===== src/dfx_pkg.sv =====
/*
  Constants, carrier types and state codes for the debug command executor
  that handles block fill, resume, null and CPU register read commands.
  Assumes the serial framing layer outside delivers whole command and data
  bytes on the executor clock and serialises the bytes it returns.
*/
// Behaviour
// Fill codes 0x13/0x17/0x1B, data MSB first
// Fill without prior addressed write is illegal
// Addressed write seeds pointer with address+size
// Fill writes at pointer, then advances it
// Status variant returns status after write
// Fill acknowledge only after write ends
// Fill legal only after sync/null/write/fill
// Null leaves the fill pointer untouched
// Size field decoded afresh every fill
// Resume leaves debug state, restarts CPU fetch
// Resume acknowledges on leaving debug state
// Resume outside debug state is illegal
// Resume-until acknowledges on re-entering debug
// No timeout while resume-until acknowledge pends
// Host syncs to end unacknowledged resume-until
// Resume-until outside debug state is illegal
// Without acknowledge, resume-until equals resume
// Null command changes nothing
// Register read 0x60+number returns 32 bits
// Unimplemented register bytes read as zero
// Register read acknowledges before data bytes
// Register read outside debug: illegal, no access
// Acknowledge pulse when handshake enabled
// Host waits 16 clocks per gap without ack
// Sync discards incomplete command
// Resume and null codes from command table
package dfx_pkg;

  // ----------------------------------------
  // Command codes
  // ----------------------------------------
  localparam logic [7:0] CMD_FILL_BASE = 8'h12;
  localparam logic [7:0] CMD_FILL_MASK = 8'hF2;
  localparam int CMD_WS_BIT = 0;
  localparam int CMD_SZ_LSB = 2;
  localparam logic [1:0] SZ_RESERVED = 2'h3;
  localparam logic [7:0] CMD_GO = 8'h08;
  localparam logic [7:0] CMD_GO_UNTIL = 8'h0C;
  localparam logic [7:0] CMD_NULL = 8'h00;
  localparam logic [7:0] CMD_RDREG_BASE = 8'h60;
  localparam logic [7:0] CMD_RDREG_MASK = 8'hE0;

  // ----------------------------------------
  // Widths and counts
  // ----------------------------------------
  localparam int ADDR_W = 24;
  localparam int CRN_W = 5;
  localparam logic [2:0] REG_BYTES = 3'h4;

  // ----------------------------------------
  // Types
  // ----------------------------------------
  typedef struct packed {
    logic [ADDR_W-1:0] addr;
    logic [31:0] data;
    logic [1:0] size;
  } dfx_mem_wr_t;

  typedef enum logic [7:0] {
    S_IDLE = 8'h01,
    S_RX = 8'h02,
    S_WR = 8'h04,
    S_STAT = 8'h08,
    S_RREQ = 8'h10,
    S_RTX = 8'h20,
    S_GO_LEAVE = 8'h40,
    S_GO_HALT = 8'h80
  } dfx_state_t;

endpackage


===== src/dfx_cmd_exec.sv =====
/*
  Command executor for block fill writes, resume, resume-until-halt, null
  and CPU register read. Assumes the framing layer offers one command at a
  time while this block is idle, and that memory, CPU and status inputs
  are on the same clock.
*/
`timescale 1ns/1ps
`default_nettype none

module dfx_cmd_exec
  import dfx_pkg::*;
(
  input wire logic ref_clk_in,
  input wire logic srst_in,
  input wire logic sync_in,
  input wire logic ack_en_in,
  input wire logic cmd_valid_in,
  input wire logic [7:0] cmd_code_in,
  input wire logic other_cmd_in,
  input wire logic rx_valid_in,
  input wire logic [7:0] rx_data_in,
  output logic tx_valid_out,
  output logic [7:0] tx_data_out,
  input wire logic tx_ready_in,
  output logic ack_pulse_out,
  output logic illegal_cmd_out,
  output logic timeout_hold_out,
  input wire logic wrmem_done_in,
  input wire logic [ADDR_W-1:0] wrmem_addr_in,
  input wire logic [1:0] wrmem_sz_in,
  output logic mem_req_out,
  output dfx_mem_wr_t mem_wr_out,
  input wire logic mem_done_in,
  input wire logic mem_abort_in,
  input wire logic [7:0] low_status_byte_in,
  input wire logic active_debug_state_in,
  output logic resume_out,
  output logic reg_req_out,
  output logic [CRN_W-1:0] cpu_register_number_out,
  input wire logic reg_done_in,
  input wire logic [31:0] reg_data_in,
  input wire logic [3:0] reg_bytes_impl_in
);

  // ----------------------------------------
  // Decode helpers
  // ----------------------------------------
  function automatic logic [2:0] sz_bytes(input logic [1:0] sz);
    unique case (sz)
      2'h0: sz_bytes = 3'h1;
      2'h1: sz_bytes = 3'h2;
      default: sz_bytes = 3'h4;
    endcase
  endfunction

  function automatic logic is_fill(input logic [7:0] c);
    is_fill = ((c & CMD_FILL_MASK) == CMD_FILL_BASE)
      && (c[CMD_SZ_LSB +: 2] != SZ_RESERVED);
  endfunction

  dfx_state_t st_reg;
  logic [ADDR_W-1:0] tmp_addr_reg;
  logic addr_valid_reg;
  logic chain_ok_reg;
  logic [1:0] sz_reg;
  logic ws_reg;
  logic until_reg;
  logic [2:0] cnt_reg;
  logic [31:0] data_reg;
  logic [CRN_W-1:0] crn_reg;
  logic tx_valid_reg;
  logic [7:0] tx_data_reg;
  logic ack_reg;
  logic illegal_reg;
  logic resume_reg;

  logic take;
  logic c_fill;
  logic c_go;
  logic c_until;
  logic c_null;
  logic c_rd;
  logic fill_bad;
  logic mem_end;
  logic tx_take;
  logic [2:0] fill_step;
  logic [31:0] reg_masked;

  // ----------------------------------------
  // Command decode
  // ----------------------------------------
  assign take = cmd_valid_in && (st_reg == S_IDLE) && !sync_in;
  assign c_fill = take && is_fill(cmd_code_in);
  assign c_go = take && (cmd_code_in == CMD_GO);
  assign c_until = take && (cmd_code_in == CMD_GO_UNTIL);
  assign c_null = take && (cmd_code_in == CMD_NULL);
  assign c_rd = take && ((cmd_code_in & CMD_RDREG_MASK) == CMD_RDREG_BASE);
  assign fill_bad = !addr_valid_reg || !chain_ok_reg;
  assign mem_end = mem_done_in || mem_abort_in;
  assign tx_take = tx_valid_reg && tx_ready_in;
  assign fill_step = sz_bytes(sz_reg);

  // Missing bytes forced to zero so narrow registers still read as 32 bits
  genvar gi;
  generate
    for (gi = 0; gi < 4; gi++) begin : g_mask
      assign reg_masked[gi*8 +: 8] = reg_bytes_impl_in[gi] ? reg_data_in[gi*8 +: 8] : 8'h00;
    end
  endgenerate

  // ----------------------------------------
  // Sequencer
  // ----------------------------------------
  always_ff @(posedge ref_clk_in) begin
    if (srst_in || sync_in) begin
      st_reg <= S_IDLE;
    end else begin
      unique case (st_reg)
        S_IDLE: begin
          if (c_fill && !fill_bad) begin
            st_reg <= S_RX;
          end else if ((c_go || c_until) && active_debug_state_in) begin
            st_reg <= S_GO_LEAVE;
          end else if (c_rd && active_debug_state_in) begin
            st_reg <= S_RREQ;
          end
        end
        S_RX: begin
          if (rx_valid_in && cnt_reg == 3'h1) begin
            st_reg <= S_WR;
          end
        end
        S_WR: begin
          if (mem_end) begin
            st_reg <= ws_reg ? S_STAT : S_IDLE;
          end
        end
        S_STAT: begin
          if (tx_take) begin
            st_reg <= S_IDLE;
          end
        end
        S_RREQ: begin
          if (reg_done_in) begin
            st_reg <= S_RTX;
          end
        end
        S_RTX: begin
          if (tx_take && cnt_reg == 3'h1) begin
            st_reg <= S_IDLE;
          end
        end
        S_GO_LEAVE: begin
          if (!active_debug_state_in) begin
            st_reg <= until_reg ? S_GO_HALT : S_IDLE;
          end
        end
        S_GO_HALT: begin
          if (active_debug_state_in) begin
            st_reg <= S_IDLE;
          end
        end
        default: st_reg <= S_IDLE;
      endcase
    end
  end

  // ----------------------------------------
  // Operand capture and byte counting
  // ----------------------------------------
  always_ff @(posedge ref_clk_in) begin
    if (srst_in) begin
      sz_reg <= 2'h0;
      ws_reg <= 1'b0;
      until_reg <= 1'b0;
      cnt_reg <= 3'h0;
      data_reg <= 32'h0000_0000;
      crn_reg <= '0;
    end else if (c_fill) begin
      sz_reg <= cmd_code_in[CMD_SZ_LSB +: 2];
      ws_reg <= cmd_code_in[CMD_WS_BIT];
      cnt_reg <= sz_bytes(cmd_code_in[CMD_SZ_LSB +: 2]);
      data_reg <= 32'h0000_0000;
    end else if (c_go || c_until) begin
      until_reg <= c_until && ack_en_in;
    end else if (c_rd) begin
      crn_reg <= cmd_code_in[CRN_W-1:0];
    end else if (st_reg == S_RX && rx_valid_in) begin
      data_reg <= {data_reg[23:0], rx_data_in};
      cnt_reg <= cnt_reg - 3'h1;
    end else if (st_reg == S_RREQ && reg_done_in) begin
      data_reg <= reg_masked;
      cnt_reg <= REG_BYTES;
    end else if (st_reg == S_RTX && tx_take) begin
      data_reg <= {data_reg[23:0], 8'h00};
      cnt_reg <= cnt_reg - 3'h1;
    end
  end

  // ----------------------------------------
  // Fill pointer and legality tracking
  // ----------------------------------------
  always_ff @(posedge ref_clk_in) begin
    if (srst_in) begin
      tmp_addr_reg <= '0;
      addr_valid_reg <= 1'b0;
    end else if (wrmem_done_in) begin
      tmp_addr_reg <= wrmem_addr_in + ADDR_W'(sz_bytes(wrmem_sz_in));
      addr_valid_reg <= 1'b1;
    end else if (st_reg == S_WR && mem_end) begin
      tmp_addr_reg <= tmp_addr_reg + ADDR_W'(fill_step);
    end
  end

  // Null keeps the chain; sync, addressed write and fill restore it; other commands break it
  always_ff @(posedge ref_clk_in) begin
    if (srst_in || sync_in) begin
      chain_ok_reg <= 1'b1;
    end else if (wrmem_done_in || c_fill) begin
      chain_ok_reg <= 1'b1;
    end else if (c_null) begin
      chain_ok_reg <= chain_ok_reg;
    end else if (other_cmd_in || (take && !c_null)) begin
      chain_ok_reg <= 1'b0;
    end
  end

  // ----------------------------------------
  // Return byte path
  // ----------------------------------------
  always_ff @(posedge ref_clk_in) begin
    if (srst_in || sync_in) begin
      tx_valid_reg <= 1'b0;
      tx_data_reg <= 8'h00;
    end else if (tx_take) begin
      tx_valid_reg <= 1'b0;
    end else if (st_reg == S_STAT && !tx_valid_reg) begin
      // Loaded a cycle after the write ends so status shows its result
      tx_valid_reg <= 1'b1;
      tx_data_reg <= low_status_byte_in;
    end else if (st_reg == S_RTX && !tx_valid_reg && !ack_reg) begin
      tx_valid_reg <= 1'b1;
      tx_data_reg <= data_reg[31:24];
    end
  end

  // ----------------------------------------
  // Acknowledge, illegal and resume pulses
  // ----------------------------------------
  always_ff @(posedge ref_clk_in) begin
    if (srst_in || sync_in) begin
      ack_reg <= 1'b0;
    end else begin
      ack_reg <= ack_en_in && (
        (st_reg == S_WR && mem_end) ||
        (st_reg == S_RREQ && reg_done_in) ||
        (st_reg == S_GO_LEAVE && !active_debug_state_in && !until_reg) ||
        (st_reg == S_GO_HALT && active_debug_state_in));
    end
  end

  always_ff @(posedge ref_clk_in) begin
    if (srst_in) begin
      illegal_reg <= 1'b0;
    end else begin
      illegal_reg <= (c_fill && fill_bad) ||
        ((c_go || c_until) && !active_debug_state_in) ||
        (c_rd && !active_debug_state_in);
    end
  end

  always_ff @(posedge ref_clk_in) begin
    if (srst_in) begin
      resume_reg <= 1'b0;
    end else begin
      resume_reg <= (c_go || c_until) && active_debug_state_in;
    end
  end

  // ----------------------------------------
  // Outputs
  // ----------------------------------------
  assign tx_valid_out = tx_valid_reg;
  assign tx_data_out = tx_data_reg;
  assign ack_pulse_out = ack_reg;
  assign illegal_cmd_out = illegal_reg;
  assign resume_out = resume_reg;
  // Host must sync if the halt never comes; this hold lasts until then
  assign timeout_hold_out = (st_reg == S_GO_HALT) ||
    (st_reg == S_GO_LEAVE && until_reg);
  assign mem_req_out = (st_reg == S_WR);
  assign mem_wr_out = '{addr: tmp_addr_reg, data: data_reg, size: sz_reg};
  assign reg_req_out = (st_reg == S_RREQ);
  assign cpu_register_number_out = crn_reg;

  // ----------------------------------------
  // Checks
  // ----------------------------------------
  a_fill_no_addr:
    assert property (@(posedge ref_clk_in) disable iff (srst_in)
      c_fill && !addr_valid_reg |=> illegal_cmd_out && st_reg == S_IDLE)
    else $error("fill without seed address not refused");

  a_fill_chain:
    assert property (@(posedge ref_clk_in) disable iff (srst_in)
      c_fill && !chain_ok_reg |=> illegal_cmd_out && !mem_req_out)
    else $error("fill after breaking command not refused");

  a_fill_step:
    assert property (@(posedge ref_clk_in) disable iff (srst_in || wrmem_done_in)
      st_reg == S_WR && mem_end |=>
        tmp_addr_reg == $past(tmp_addr_reg) + ADDR_W'(sz_bytes($past(sz_reg))))
    else $error("fill pointer did not advance by operand size");

  a_null_keeps:
    assert property (@(posedge ref_clk_in) disable iff (srst_in)
      c_null && !wrmem_done_in |=> $stable(tmp_addr_reg) && st_reg == S_IDLE)
    else $error("null command disturbed state");

  a_fill_ack:
    assert property (@(posedge ref_clk_in) disable iff (srst_in || sync_in)
      st_reg == S_WR && mem_end && ack_en_in |=> ack_pulse_out)
    else $error("fill acknowledge missing after write end");

  a_go_illegal:
    assert property (@(posedge ref_clk_in) disable iff (srst_in)
      (c_go || c_until) && !active_debug_state_in |=> illegal_cmd_out && !resume_out)
    else $error("resume outside debug state not refused");

  a_rd_illegal:
    assert property (@(posedge ref_clk_in) disable iff (srst_in)
      c_rd && !active_debug_state_in |=> illegal_cmd_out ##1 !reg_req_out)
    else $error("register read outside debug state accessed");

  a_until_hold:
    assert property (@(posedge ref_clk_in) disable iff (srst_in || sync_in)
      c_until && ack_en_in && active_debug_state_in |=> timeout_hold_out)
    else $error("timeout not held for pending resume-until");

  a_rd_zero:
    assert property (@(posedge ref_clk_in) disable iff (srst_in || sync_in)
      st_reg == S_RREQ && reg_done_in && !reg_bytes_impl_in[3] |=>
        data_reg[31:24] == 8'h00)
    else $error("unimplemented register byte not zero");

  a_resume_pulse:
    assert property (@(posedge ref_clk_in) disable iff (srst_in)
      (c_go || c_until) && active_debug_state_in |=> resume_out && !illegal_cmd_out)
    else $error("resume pulse missing in debug state");

  a_go_ack:
    assert property (@(posedge ref_clk_in) disable iff (srst_in || sync_in)
      st_reg == S_GO_LEAVE && !active_debug_state_in && !until_reg && ack_en_in |=>
        ack_pulse_out)
    else $error("resume acknowledge missing on leaving debug state");

  a_until_wait:
    assert property (@(posedge ref_clk_in) disable iff (srst_in || sync_in)
      st_reg == S_GO_HALT && !active_debug_state_in |=> !ack_pulse_out && timeout_hold_out)
    else $error("resume-until acknowledged before halt");

  a_fill_status:
    assert property (@(posedge ref_clk_in) disable iff (srst_in || sync_in)
      st_reg == S_STAT && !tx_valid_reg |=>
        tx_valid_out && tx_data_out == $past(low_status_byte_in))
    else $error("status byte not offered after fill write");

  a_rd_ack_first:
    assert property (@(posedge ref_clk_in) disable iff (srst_in || sync_in)
      st_reg == S_RREQ && reg_done_in && ack_en_in |=> ack_pulse_out && !tx_valid_out)
    else $error("register data offered before acknowledge");

endmodule

`default_nettype wire


===== config.mk =====
export PLATFORM = sky130hd
export DESIGN_NAME = dfx_cmd_exec
export DESIGN_NICKNAME = d
export VERILOG_FILES = /design/src/dfx_pkg.sv /design/src/dfx_cmd_exec.sv
export SDC_FILE = /design/constraint.sdc
export NUM_CORES = 1
export LEC_CHECK = 0
export ABC_AREA = 1
export BUFFER_PORTS_ARGS = -buffer_cell sky130_fd_sc_hd__buf_2
export CORE_MARGIN = 2
export CORE_UTILIZATION = 40
export DETAILED_ROUTE_END_ITERATION = 10
export PLACE_DENSITY = 0.67
export SYNTH_ARGS = -nofsm -noshare
export SYNTH_HDL_FRONTEND = slang
export SYNTH_SLANG_ARGS = --single-unit

===== constraint.sdc =====
create_clock -name ref_clk_in -period 2.2 [get_ports ref_clk_in]
set_input_delay 0.55 -clock ref_clk_in [delete_from_list [all_inputs] [get_ports ref_clk_in]]
set_output_delay 0.55 -clock ref_clk_in [all_outputs]
set_load 0.005 [all_outputs]

### Word-level counts from Yosys, hierarchy flattened

Cells that the tools add are included.

* add/subtract/negate cells: 3
* multiply operators: 0
* divide/modulo/power cells: 0
* magnitude comparators: 0
* equality and inequality tests: 27
* shift-type cells: 0
* multiplexer cells: 37
* bitwise operators: 5
* reductions and logical operators: 70

Operator list (count)
* $mux W8: 17
* $mux W32: 3
* $pmux W8 S8: 1
* $add A24 B3 Y24: 2
* $mux W24: 2
* $logic_and A1 B1 Y1: 31
* $eq A8 B4 Y1 const B: 3
* $mux W3: 8
* $pmux W3 S2: 3
* $ne A2 B2 Y1 const B: 8
* $logic_or A1 B1 Y1: 12
* $logic_not A1 Y1: 9
* $reduce_and A3 Y1: 3
* $eq A8 B1 Y1 const B: 1
* $eq A8 B2 Y1 const B: 1
* $eq A8 B3 Y1 const B: 1
* $eq A8 B5 Y1 const B: 1
* $eq A8 B6 Y1 const B: 1
* $eq A8 B7 Y1 const B: 1
* $eq A8 B8 Y1 const B: 1
* $logic_not A8 Y1: 1
* $reduce_and A8 Y1: 1
* $eq A2 B1 Y1 const B: 3
* $logic_not A2 Y1: 3
* 14 further kinds: 25

* bits in registers: 90
* bits in latches: 0
* bits in writable memories: 0
* memory bits (read-only): 0
* output and inout bits: 78
* logic and storage cells: 157
* memories: 0

### Logic depth before layout (Yosys ltp)

Gate-level depths: netlist (run 1).

* depth in word-level cells: 9
* gate-level depth with buffers: 15

### Worst setup path after synthesis (run 1)

No wires, ideal clock.

* path kind: in2reg
* start: input wrmem_sz_in[1]
* end: register tmp_addr_reg[18]
* data arrival time: 1.900 ns
* required time: 2.072 ns
* slack: 0.172 ns
* stages on the path: 13
* cells stage by stage: nor2_1 ha_1 fa_1 nand2_1 nand2_1 nand2_1 nor2_1 nand2_1 nor2_1 nand3_1 nand2_1 a21oi_1 nor2_1

* longest elaborated chain between the ends: 6
* elaborated cells on any way between the ends: 7
* classes of those cells: add/sub (1); eq/ne (1); mux (4); reduce/logical (1)

RTL lines
* from (decl): line dfx_cmd_exec.sv:30 `input wire logic [1:0] wrmem_sz_in,`
* $eq A2 B1 Y1 / $logic_not A2 Y1 (equally long branches): line dfx_cmd_exec.sv:49 `unique case (sz)`
* $pmux W3 S2 *: line dfx_cmd_exec.sv:49
* $mux W3 *: line dfx_cmd_exec.sv:207 `end else if (wrmem_done_in) begin`
* $mux W3 *: line dfx_cmd_exec.sv:204 `if (srst_in) begin`
* $add A24 B3 Y24 *: line dfx_cmd_exec.sv:208 `tmp_addr_reg <= wrmem_addr_in + ADDR_W'(sz_bytes(wrmem_sz_in));`
* $mux W24 *: line dfx_cmd_exec.sv:207
* to (signal assigned): line dfx_cmd_exec.sv:208
* to (signal assigned): line dfx_cmd_exec.sv:211 `tmp_addr_reg <= tmp_addr_reg + ADDR_W'(fill_step);`
* to (decl): line dfx_cmd_exec.sv:62 `logic [ADDR_W-1:0] tmp_addr_reg;`

Every way passes the cells marked *; elsewhere a longest branch is shown, timed or not. The select of a mux whose other input is x is not followed.
A chain may end at the register's enable or synchronous reset.

### Final worst setup path (run 1)

* start: register st_reg[3]
* end: output timeout_hold_out

* longest elaborated chain between the ends: 3
* elaborated cells on any way between the ends: 4
* classes of those cells: eq/ne (2); reduce/logical (2)

RTL lines
* from (decl): line dfx_cmd_exec.sv:61 `dfx_state_t st_reg;`
* from (signal assigned): line dfx_cmd_exec.sv:135 `st_reg <= ws_reg ? S_STAT : S_IDLE;`
* from (signal assigned): line dfx_cmd_exec.sv:155 `st_reg <= until_reg ? S_GO_HALT : S_IDLE;`
* $eq A8 B7 Y1: line dfx_cmd_exec.sv:290 `(st_reg == S_GO_LEAVE && until_reg);`
* $logic_and A1 B1 Y1: line dfx_cmd_exec.sv:290
* $logic_or A1 B1 Y1 *: line dfx_cmd_exec.sv:289 `assign timeout_hold_out = (st_reg == S_GO_HALT) ||`
* to (decl): line dfx_cmd_exec.sv:27 `output logic timeout_hold_out,`

Every way passes the cells marked *; elsewhere a longest branch is shown, timed or not.

==> flow_summary.yaml, run 1 <==
global_routing:
  grt_pass1_vias: 6183
  grt_max_degree: 49
  overflow: 0
  grt_usage: 0.242
  grt_pass1_wl_mm: 31.1
  antenna_found_initial: 0
timing:
  worst_slew_pin_slew_ns: 0.553
  tns_ns: 0
  hold_viol: 0
  slew_viol_final: 0
  rsz0062_at_grt: "false"
  finClkSkew_ns: 0.00900
  slew_headroom: 0.630
  fin_hold_ws_ns: 0.452
  max_freq_ghz: 0.486
  finalSetupViolations: 0
  period_minus_slack_ns: 2.06
  fin_crit_sh: 0.935
cts:
  htreeDepth: 3
  clock_path_buffers: 2
  clkSinkCount: 90
  cts_hold_buffers: 0
  cts.clk_slew.worst_paths_ns: 0.07
  clock-root-buffer: "clkbuf_16"
  numCtsBuffers: 9
  cts_tree: "done"
  worstSkewPairLatency_ns: 0.35
route:
  vias_per_cell: 5.18
  ant_nets: 0
  drc: 0
  firstDrtPassIters: 7
  num_vias: 6679
  wirelength_mm: 19.1
  drt_iter0_drc: 540
  wire_per_inst_um: 14.8
yosys:
  synth_seq_cells: 90
  yosysWarningCount: 0
  synth_area_leaders: "dfxtp_1 31%, nand2_1 15%, nand3_1 9.7%, nor2_1 8.2%, inv_1 4.6%"
  synth_top_family_by_area: "simple AND/OR/NAND/NOR gates"
  synth_top_flop_cell: "dfxtp_1"
  synth_top_area_cell: "dfxtp_1"
  muxShareOfSynthArea: 0
  synthesis.nets: 1035
  synth.top_cell.area_share: 0.309
  synthXorXnorAreaFrac: 0.00900
  synthAdderAreaFrac: 0.0240
  synth_edf_count: 0
  synth_compound_gate_area_share: 0.156
  netlist_area_um2: 5840
  synth_cell_type_count: 48
  synthArstFlopShare: 0
  syn-mean-instance-area_um2: 6.31
  synthSimpleGateAreaFrac: 0.411
  synth-seq-area-share: 0.309
  postSynthCellCount: 926
setup_path:
  critPathBufInv: 2
  path_class: "reg -> out"
  worst_path_largest_cell_delay_ns: 0.36
  worstPathArrival_ns: 1.51
  path_cells: "nor2_1 > nand2_1 > inv_4 > nand2_1 > o21ai_0 > buf_2"
  reg2regPathDepth: 12
  path_depth: 6
  cpMostUsedCell: "nand2_1"
  slowest_stage: "dfxtp_1"
  crit_path_start_kind: "flip-flop"
  cp.required_ns: 1.65
  critPathCaptureType: "output port"
  crit_fanout: 9
  path_delay_family: "flip-flops"
final_layout:
  layout_common_cells: "236 x nand2_1, 176 x buf_2, 126 x nor2_1"
  largest_register_ffs: 32
  final_common_cell: "nand2_1"
  antenna_cells: 0
  stdcell_area_um2: 7230
  finalNetCount: 1210
  final_util: 0.501
  syn_to_final_growth_pct: 23.8
  drive_gt1_frac: 0.234
placed_design:
  place_congestion: 0.940
  hpwl_mm: 14.6
  port_buffers: 176
  dpl-instance-area_um2: 6910
die:
  die_y_um: 125
  rows: 44
  ioPinCount: 177
  start_util: 0.405
  dieArea_um2: 15600
  fp.dieW_um: 125
  core_area_um2: 14400
worst_hold_path:
  min_path_type: "in -> reg"
  min_path_cells: 3
power_and_ir_drop:
  power-per-cell-area_nw_per_um2: 622
  total_power_mw: 4.50
  p_leak_nw: 3.38
  peakVddDrop_v: 0.000420
status:
  outcome: "completed"
run:
  drv_cap: 0
through the flow:
step                      worst slack (ns)  instances
after global routing               0.00619       1290
after floorplan                      0.172        926
after CTS                           0.0466       1289
after global placement             -0.0244       1273
final                                0.143       1290
after detailed placement            -0.104       1273
cell families after synthesis:
group                    count (synthesis)
adder cells (fa/ha/maj)                 10
AO/OA/AOI/OAI                          160
AND/OR/NAND/NOR                        538
buffers and inverters                  122
flip-flops                              90
XOR/XNOR                                 6
worst paths after layout:
kind | to | slack, ns | from
worst max register to register | tmp_addr_reg[8]$_SDFFE_PP0P_ | 0.16 | sz_reg[1]$_SDFFE_PP0P_
worst min-delay path | ack_pulse_out$_SDFF_PP0_ | 0.45 | ack_en_in
worst max-delay path | timeout_hold_out | 0.14 | st_reg[3]$_SDFFE_PP0P_
worst min register to register | data_reg[7]$_SDFFE_PP0P_ | 0.49 | data_reg[7]$_SDFFE_PP0P_
final cells by class:
cell class | count | area [um^2]
tap | 184 | 230
clock buffer | 11 | 243
fill | 1524 | 7190
clock inverter | 5 | 60.1
sequential | 90 | 1800
timing repair buffer | 197 | 1040
inverter | 89 | 344
multi-input combinational | 714 | 3510
metal layers:
metal	wire length, um	vias up	share of wire	GRT usage
met2	8640	216	0.45	0.390
met3	909	35	0.048	0.0326
met5	0	-	0	0
met1	9020	2987	0.47	0.330
li1	-	3441	-	-
met4	546	0	0.029	0.0935
timing repair:
action	in CTS	in global routing
setup endpoints to repair	0	6
setup buffers	0	1
gates resized for setup	0	6
synthesized netlist by cell type, types with 6 or more instances:
| master | instances |
|---|---|
| nand2_1 | 237 |
| nor2_1 | 127 |
| nand3_1 | 113 |
| dfxtp_1 | 90 |
| inv_1 | 71 |
| o21ai_1 | 44 |
| a31oi_1 | 41 |
| a21oi_1 | 32 |
| o21ai_0 | 24 |
| nor3_1 | 14 |
| inv_2 | 13 |
| nand4_1 | 13 |
| clkbuf_1 | 12 |
| ha_1 | 8 |
| buf_2 | 6 |
| buf_6 | 6 |
| nand3b_1 | 6 |
power breakdown:
part / switching, mW / internal (mW) / leakage [nW]
Sequential: 0.0874 / 1.71 / 0.733
Combinational: 0.704 / 0.397 / 2.50
Clock: 0.683 / 0.919 / 0.147
worst min-delay path: cells and delay by family:
kind	cells	cell delay (ns)
buf+inv	1	0.11
simple gates	2	0.10
Note: power is estimated with default switching activity, not from simulation.
==> run 2: changes to the inputs <==
CORE_UTILIZATION = 30   (was 40)
PLACE_DENSITY = 0.53   (was 0.67)
clock period = 2 ns   (was 2.2 ns; I/O delays follow)
==> flow_summary.yaml, run 2 (synthesis gave the netlist of run 1 again) <==
route:
  firstDrtPassIters: 5
  wire_per_inst_um: 14.7
  vias_per_cell: 4.84
  ant_nets: 0
  num_vias: 6757
  drc: 0
  drt_iter0_drc: 401
  wirelength_mm: 20.5
setup_path:
  worst_path_largest_cell_delay_ns: 0.34
  worstPathArrival_ns: 1.39
  r2r-start: "sz_reg[1]$_SDFFE_PP0P_"
  path_class: "reg -> out"
  path_cells: "nor2_2 > nand2_1 > inv_4 > nand2_2 > o21ai_1 > buf_2"
  crit_path_start_kind: "flip-flop"
  critPathBufInv: 2
  critPathCaptureType: "output port"
  path_delay_family: "flip-flops"
  crit_fanout: 8
  slowest_stage: "dfxtp_1"
  cp.required_ns: 1.50
  startpoint: "st_reg[0]$_SDFFE_PP1P_"
final_layout:
  finalNetCount: 1234
  final_common_cell: "nand2_1"
  nFillCells: 2168
  layout_common_cells: "231 x nand2_1, 176 x buf_2, 117 x nor2_1"
  drive_gt1_frac: 0.271
  largest_register_ffs: 32
  syn_to_final_growth_pct: 30.7
global_routing:
  grt_pass1_vias: 6040
  use_met1: 0.275
  grt_max_degree: 33
  grt_pass1_wl_mm: 31.4
  use_met2: 0.299
  grt_usage: 0.194
  antenna_found_initial: 0
  overflow: 0
  grtUsageMet3: 0.0277
  top_usage_layer: "met2"
timing:
  hold_viol: 0
  finalSetupViolations: 0
  tns_ns: 0
  setup_slack_ns: 0.115
  period_minus_slack_ns: 1.89
  slew_viol_final: 0
  max_freq_ghz: 0.530
  finClkSkew_ns: 0.00896
  rsz0062_at_grt: "true"
  worst_slew_pin_slew_ns: 0.402
  fin_crit_sh: 0.943
  slew_headroom: 0.732
worst_hold_path:
  hold_path_startpoint: "ack_en_in"
  min_path_type: "in -> reg"
power_and_ir_drop:
  power-per-cell-area_nw_per_um2: 685
  p_leak_nw: 3.53
  peakVddDrop_v: 0.000390
  total_power_mw: 5.23
die:
  die_y_um: 144
  start_util: 0.303
  ioPinCount: 177
  rows: 51
  dieArea_um2: 20600
  core_area_um2: 19300
  fp.dieW_um: 144
placed_design:
  hpwl_mm: 16.0
  dp_slack_ns: -0.242
  port_buffers: 176
  place_congestion: 0.860
cts:
  clock-root-buffer: "clkbuf_16"
  clkSinkCount: 90
  clock_path_buffers: 2
  cts_tree: "done"
  numCtsBuffers: 9
  cts.clk_slew.worst_paths_ns: 0.07
  worstSkewPairLatency_ns: 0.35
  htreeDepth: 3
run:
  drv_cap: 0
status:
  outcome: "completed"
run 2: through the flow:
stage,instance area (um^2),hold slack [ns],cells,utilization
3_3_place_gp,7210,0.456,1377,0.374
4_1_cts,7550,0.389,1393,0.392
3_5_place_dp,7210,0.483,1377,0.374
6_report,7630,0.399,1397,0.396
5_1_grt,7630,0.406,1395,0.396
2_1_floorplan,5840,0.441,926,-
run 2: power by group:
part,internal [mW],leakage (nW),total [mW],switching [mW]
clock network,1.13,0.164,1.96,0.831
registers,1.88,0.734,1.97,0.0900
logic,0.481,2.63,1.30,0.819
run 2: per-layer routing:
layer / vias up / wire, um
met3: 23 / 1080
li1: 3495 / -
met5: - / 0
met2: 185 / 9400
met1: 3054 / 9620
met4: 0 / 401
run 2: worst reg2reg max path, delay by kind of cell, from the launching register on:
family	cells	cell delay, ns
buf+inv	2	0.29
compound gates	1	0.13
fa+ha+maj	1	0.34
flops	1	0.34
simple gates	6	0.69
run 2: worst paths after layout:
path,slack [ns],end,depth (start not counted)
setup / recovery,0.11,timeout_hold_out,6
hold / removal,0.40,ack_pulse_out$_SDFF_PP0_,3
setup reg to reg,0.11,tmp_addr_reg[16]$_SDFFE_PP0P_,10
hold reg to reg,0.49,data_reg[25]$_SDFFE_PP0P_,2
run 2: final cells by class:
class                   count  area [um^2]  area share
inverters                  89          344      0.0451
flip-flops and latches     90         1810       0.237
multi-input cells         714         3570       0.467
well taps                 265          332      0.0434
clock inverters             7          109      0.0143
repair buffers            221         1240       0.163
diodes                      2         5.00    0.000656
clock buffers               9          225      0.0295
run 2: repair_timing:
| item | 4_1_cts | 5_1_grt |
|---|---|---|
| setup buffers | 0 | 2 |
| gates resized for setup | 3 | 29 |
| hold buffers | 0 | 0 |
| endpoints found under the hold margin | 0 | 0 |
| cloned | 0 | 0 |
| pin swaps | 0 | 4 |
| setup endpoints to repair | 2 | 34 |
==> run 3: changes to the inputs <==
CORE_MARGIN = not set   (was 2)
==> flow_summary.yaml, run 3 (synthesis gave the netlist of run 1 again) <==
status:
  outcome: "completed"
setup_path:
  crit_fanout: 5
  startpoint: "st_reg[3]$_SDFFE_PP0P_"
  slowest_stage: "dfxtp_2"
  cp.required_ns: 1.50
  r2r-start: "sz_reg[1]$_SDFFE_PP0P_"
  rrSetupSlack_ns: 0.11
  cpMostUsedCell: "nand2_2"
  r2r-end: "tmp_addr_reg[8]$_SDFFE_PP0P_"
  worst_path_largest_cell_delay_ns: 0.35
  path_class: "reg -> out"
  path_cells: "nor2_2 > nand2_2 > inv_4 > nand2_2 > o21ai_1 > buf_2"
  worstPathArrival_ns: 1.40
  endpoint: "timeout_hold_out"
  crit_path_start_kind: "flip-flop"
  critPathCaptureType: "output port"
  reg2regPathDepth: 12
timing:
  finalSetupViolations: 0
  fin_crit_sh: 0.949
  rsz0062_at_grt: "true"
  period_minus_slack_ns: 1.90
  worst_slew_pin_slew_ns: 0.519
  slew_viol_final: 0
  hold_viol: 0
  max_freq_ghz: 0.527
  slew_headroom: 0.654
  tns_ns: 0
  finClkSkew_ns: 0.0124
cts:
  cts_hold_buffers: 0
  clock_path_buffers: 2
  htreeDepth: 3
  clkSinkCount: 90
  cts.clk_slew.worst_paths_ns: 0.07
  numCtsBuffers: 9
  cts_tree: "done"
  clock-root-buffer: "clkbuf_16"
  worstSkewPairLatency_ns: 0.36
final_layout:
  layout_common_cells: "229 x nand2_1, 176 x buf_2, 121 x nor2_1"
  final_common_cell: "nand2_1"
  largest_register_ffs: 32
  drive_gt1_frac: 0.268
  antenna_cells: 0
  finalNetCount: 1230
  final_util: 0.400
  nFillCells: 2139
  syn_to_final_growth_pct: 29.4
power_and_ir_drop:
  p_leak_nw: 3.49
  peakVddDrop_v: 0.000356
  power-per-cell-area_nw_per_um2: 672
die:
  dieArea_um2: 20000
  start_util: 0.309
  core_area_um2: 18900
  ioPinCount: 177
  die_y_um: 142
  rows: 50
  fp.dieW_um: 142
route:
  ant_nets: 0
  wirelength_mm: 20.7
  wire_per_inst_um: 14.9
  num_vias: 6727
  drt_iter0_drc: 478
  firstDrtPassIters: 7
  vias_per_cell: 4.85
  drc: 0
placed_design:
  port_buffers: 176
  hpwl_mm: 16.1
  place_congestion: 0.921
global_routing:
  grt_pass1_vias: 6098
  grt_usage: 0.207
  antenna_found_initial: 0
  overflow: 0
  grt_max_degree: 49
  grt_pass1_wl_mm: 32.5
run:
  drv_cap: 0
worst_hold_path:
  min_path_type: "in -> reg"
[run 3: changes by cell type in the layout (fill, tap and decap cells not counted), moves of 2 or more]
cell / previous run / this run
nor2_2: 13 / 8
nor2_1: 117 / 121
buf_4: 43 / 40
buf_12: 2 / 0
clkinvlp_4: 0 / 2
dfxtp_2: 4 / 2
diode_2: 2 / 0
nand2_1: 231 / 229
nand2_2: 9 / 11
nand3_1: 113 / 111
nand3_2: 1 / 3
[run 3: area by class of cell]
| type | count | area [um^2] | share of cell area |
|---|---|---|---|
| Sequential cell | 90 | 1810 | 0.239 |
| Inverter | 89 | 344 | 0.0455 |
| Tap cell | 260 | 325 | 0.0430 |
| Clock inverter | 6 | 71.3 | 0.00944 |
| Timing Repair inverter | 1 | 7.51 | 0.000993 |
| Timing Repair Buffer | 216 | 1180 | 0.156 |
| Clock buffer | 10 | 239 | 0.0316 |
| Multi-Input combinational cell | 714 | 3580 | 0.474 |
[run 3: power breakdown]
part	internal (mW)	switching, mW
clock network	1.02	0.807
logic	0.466	0.810
registers	1.88	0.0993
[run 3: what timing repair did]
item,CTS,global route
endpoints found under the hold margin,0,0
setup endpoints to repair,7,22
buffers inserted,0,1
cloned,1,0
pin swaps,0,5
resized for setup,10,25
[run 3: critical path: cells and delay by family, from the launching register on]
family | cells | cell delay, ns
DFF | 1 | 0.35
and+or+nand+nor | 3 | 0.34
buffers and inverters | 2 | 0.23
AOI/OAI and AO/OA | 1 | 0.12
[run 3: worst min-delay path by stage]
stage / start / depth (start not counted) / slack [ns] / end
floorplan: addr_valid_reg$_SDFFE_PP0P_ / 2 / 0.44 / addr_valid_reg$_SDFFE_PP0P_
global route: ack_en_in / 3 / 0.40 / ack_pulse_out$_SDFF_PP0_
detailed placement: addr_valid_reg$_SDFFE_PP0P_ / 2 / 0.48 / addr_valid_reg$_SDFFE_PP0P_
finish: ack_en_in / 3 / 0.39 / ack_pulse_out$_SDFF_PP0_
CTS: ack_en_in / 3 / 0.38 / ack_pulse_out$_SDFF_PP0_
global placement: addr_valid_reg$_SDFFE_PP0P_ / 2 / 0.46 / addr_valid_reg$_SDFFE_PP0P_
[run 3: routing by layer]
layer	vias to the layer above	track usage	share of wire
met1	3014	0.291	0.48
met5	-	0	0
met3	36	0.0229	0.051
li1	3475	-	-
met4	0	0.0747	0.020
met2	202	0.325	0.45
[run 3: metrics by stage]
stage	area [um^2]	hold WS, ns	power [mW]	instances	setup WS [ns]
2_1_floorplan	5840	0.441	2.82	926	0.0224
3_3_place_gp	7150	0.459	3.27	1368	-0.174
3_5_place_dp	7150	0.476	3.26	1368	-0.225
4_1_cts	7490	0.382	5.12	1385	0.00572
5_1_grt	7560	0.397	5.39	1386	-0.0655
6_report	7560	0.393	5.08	1386	0.103
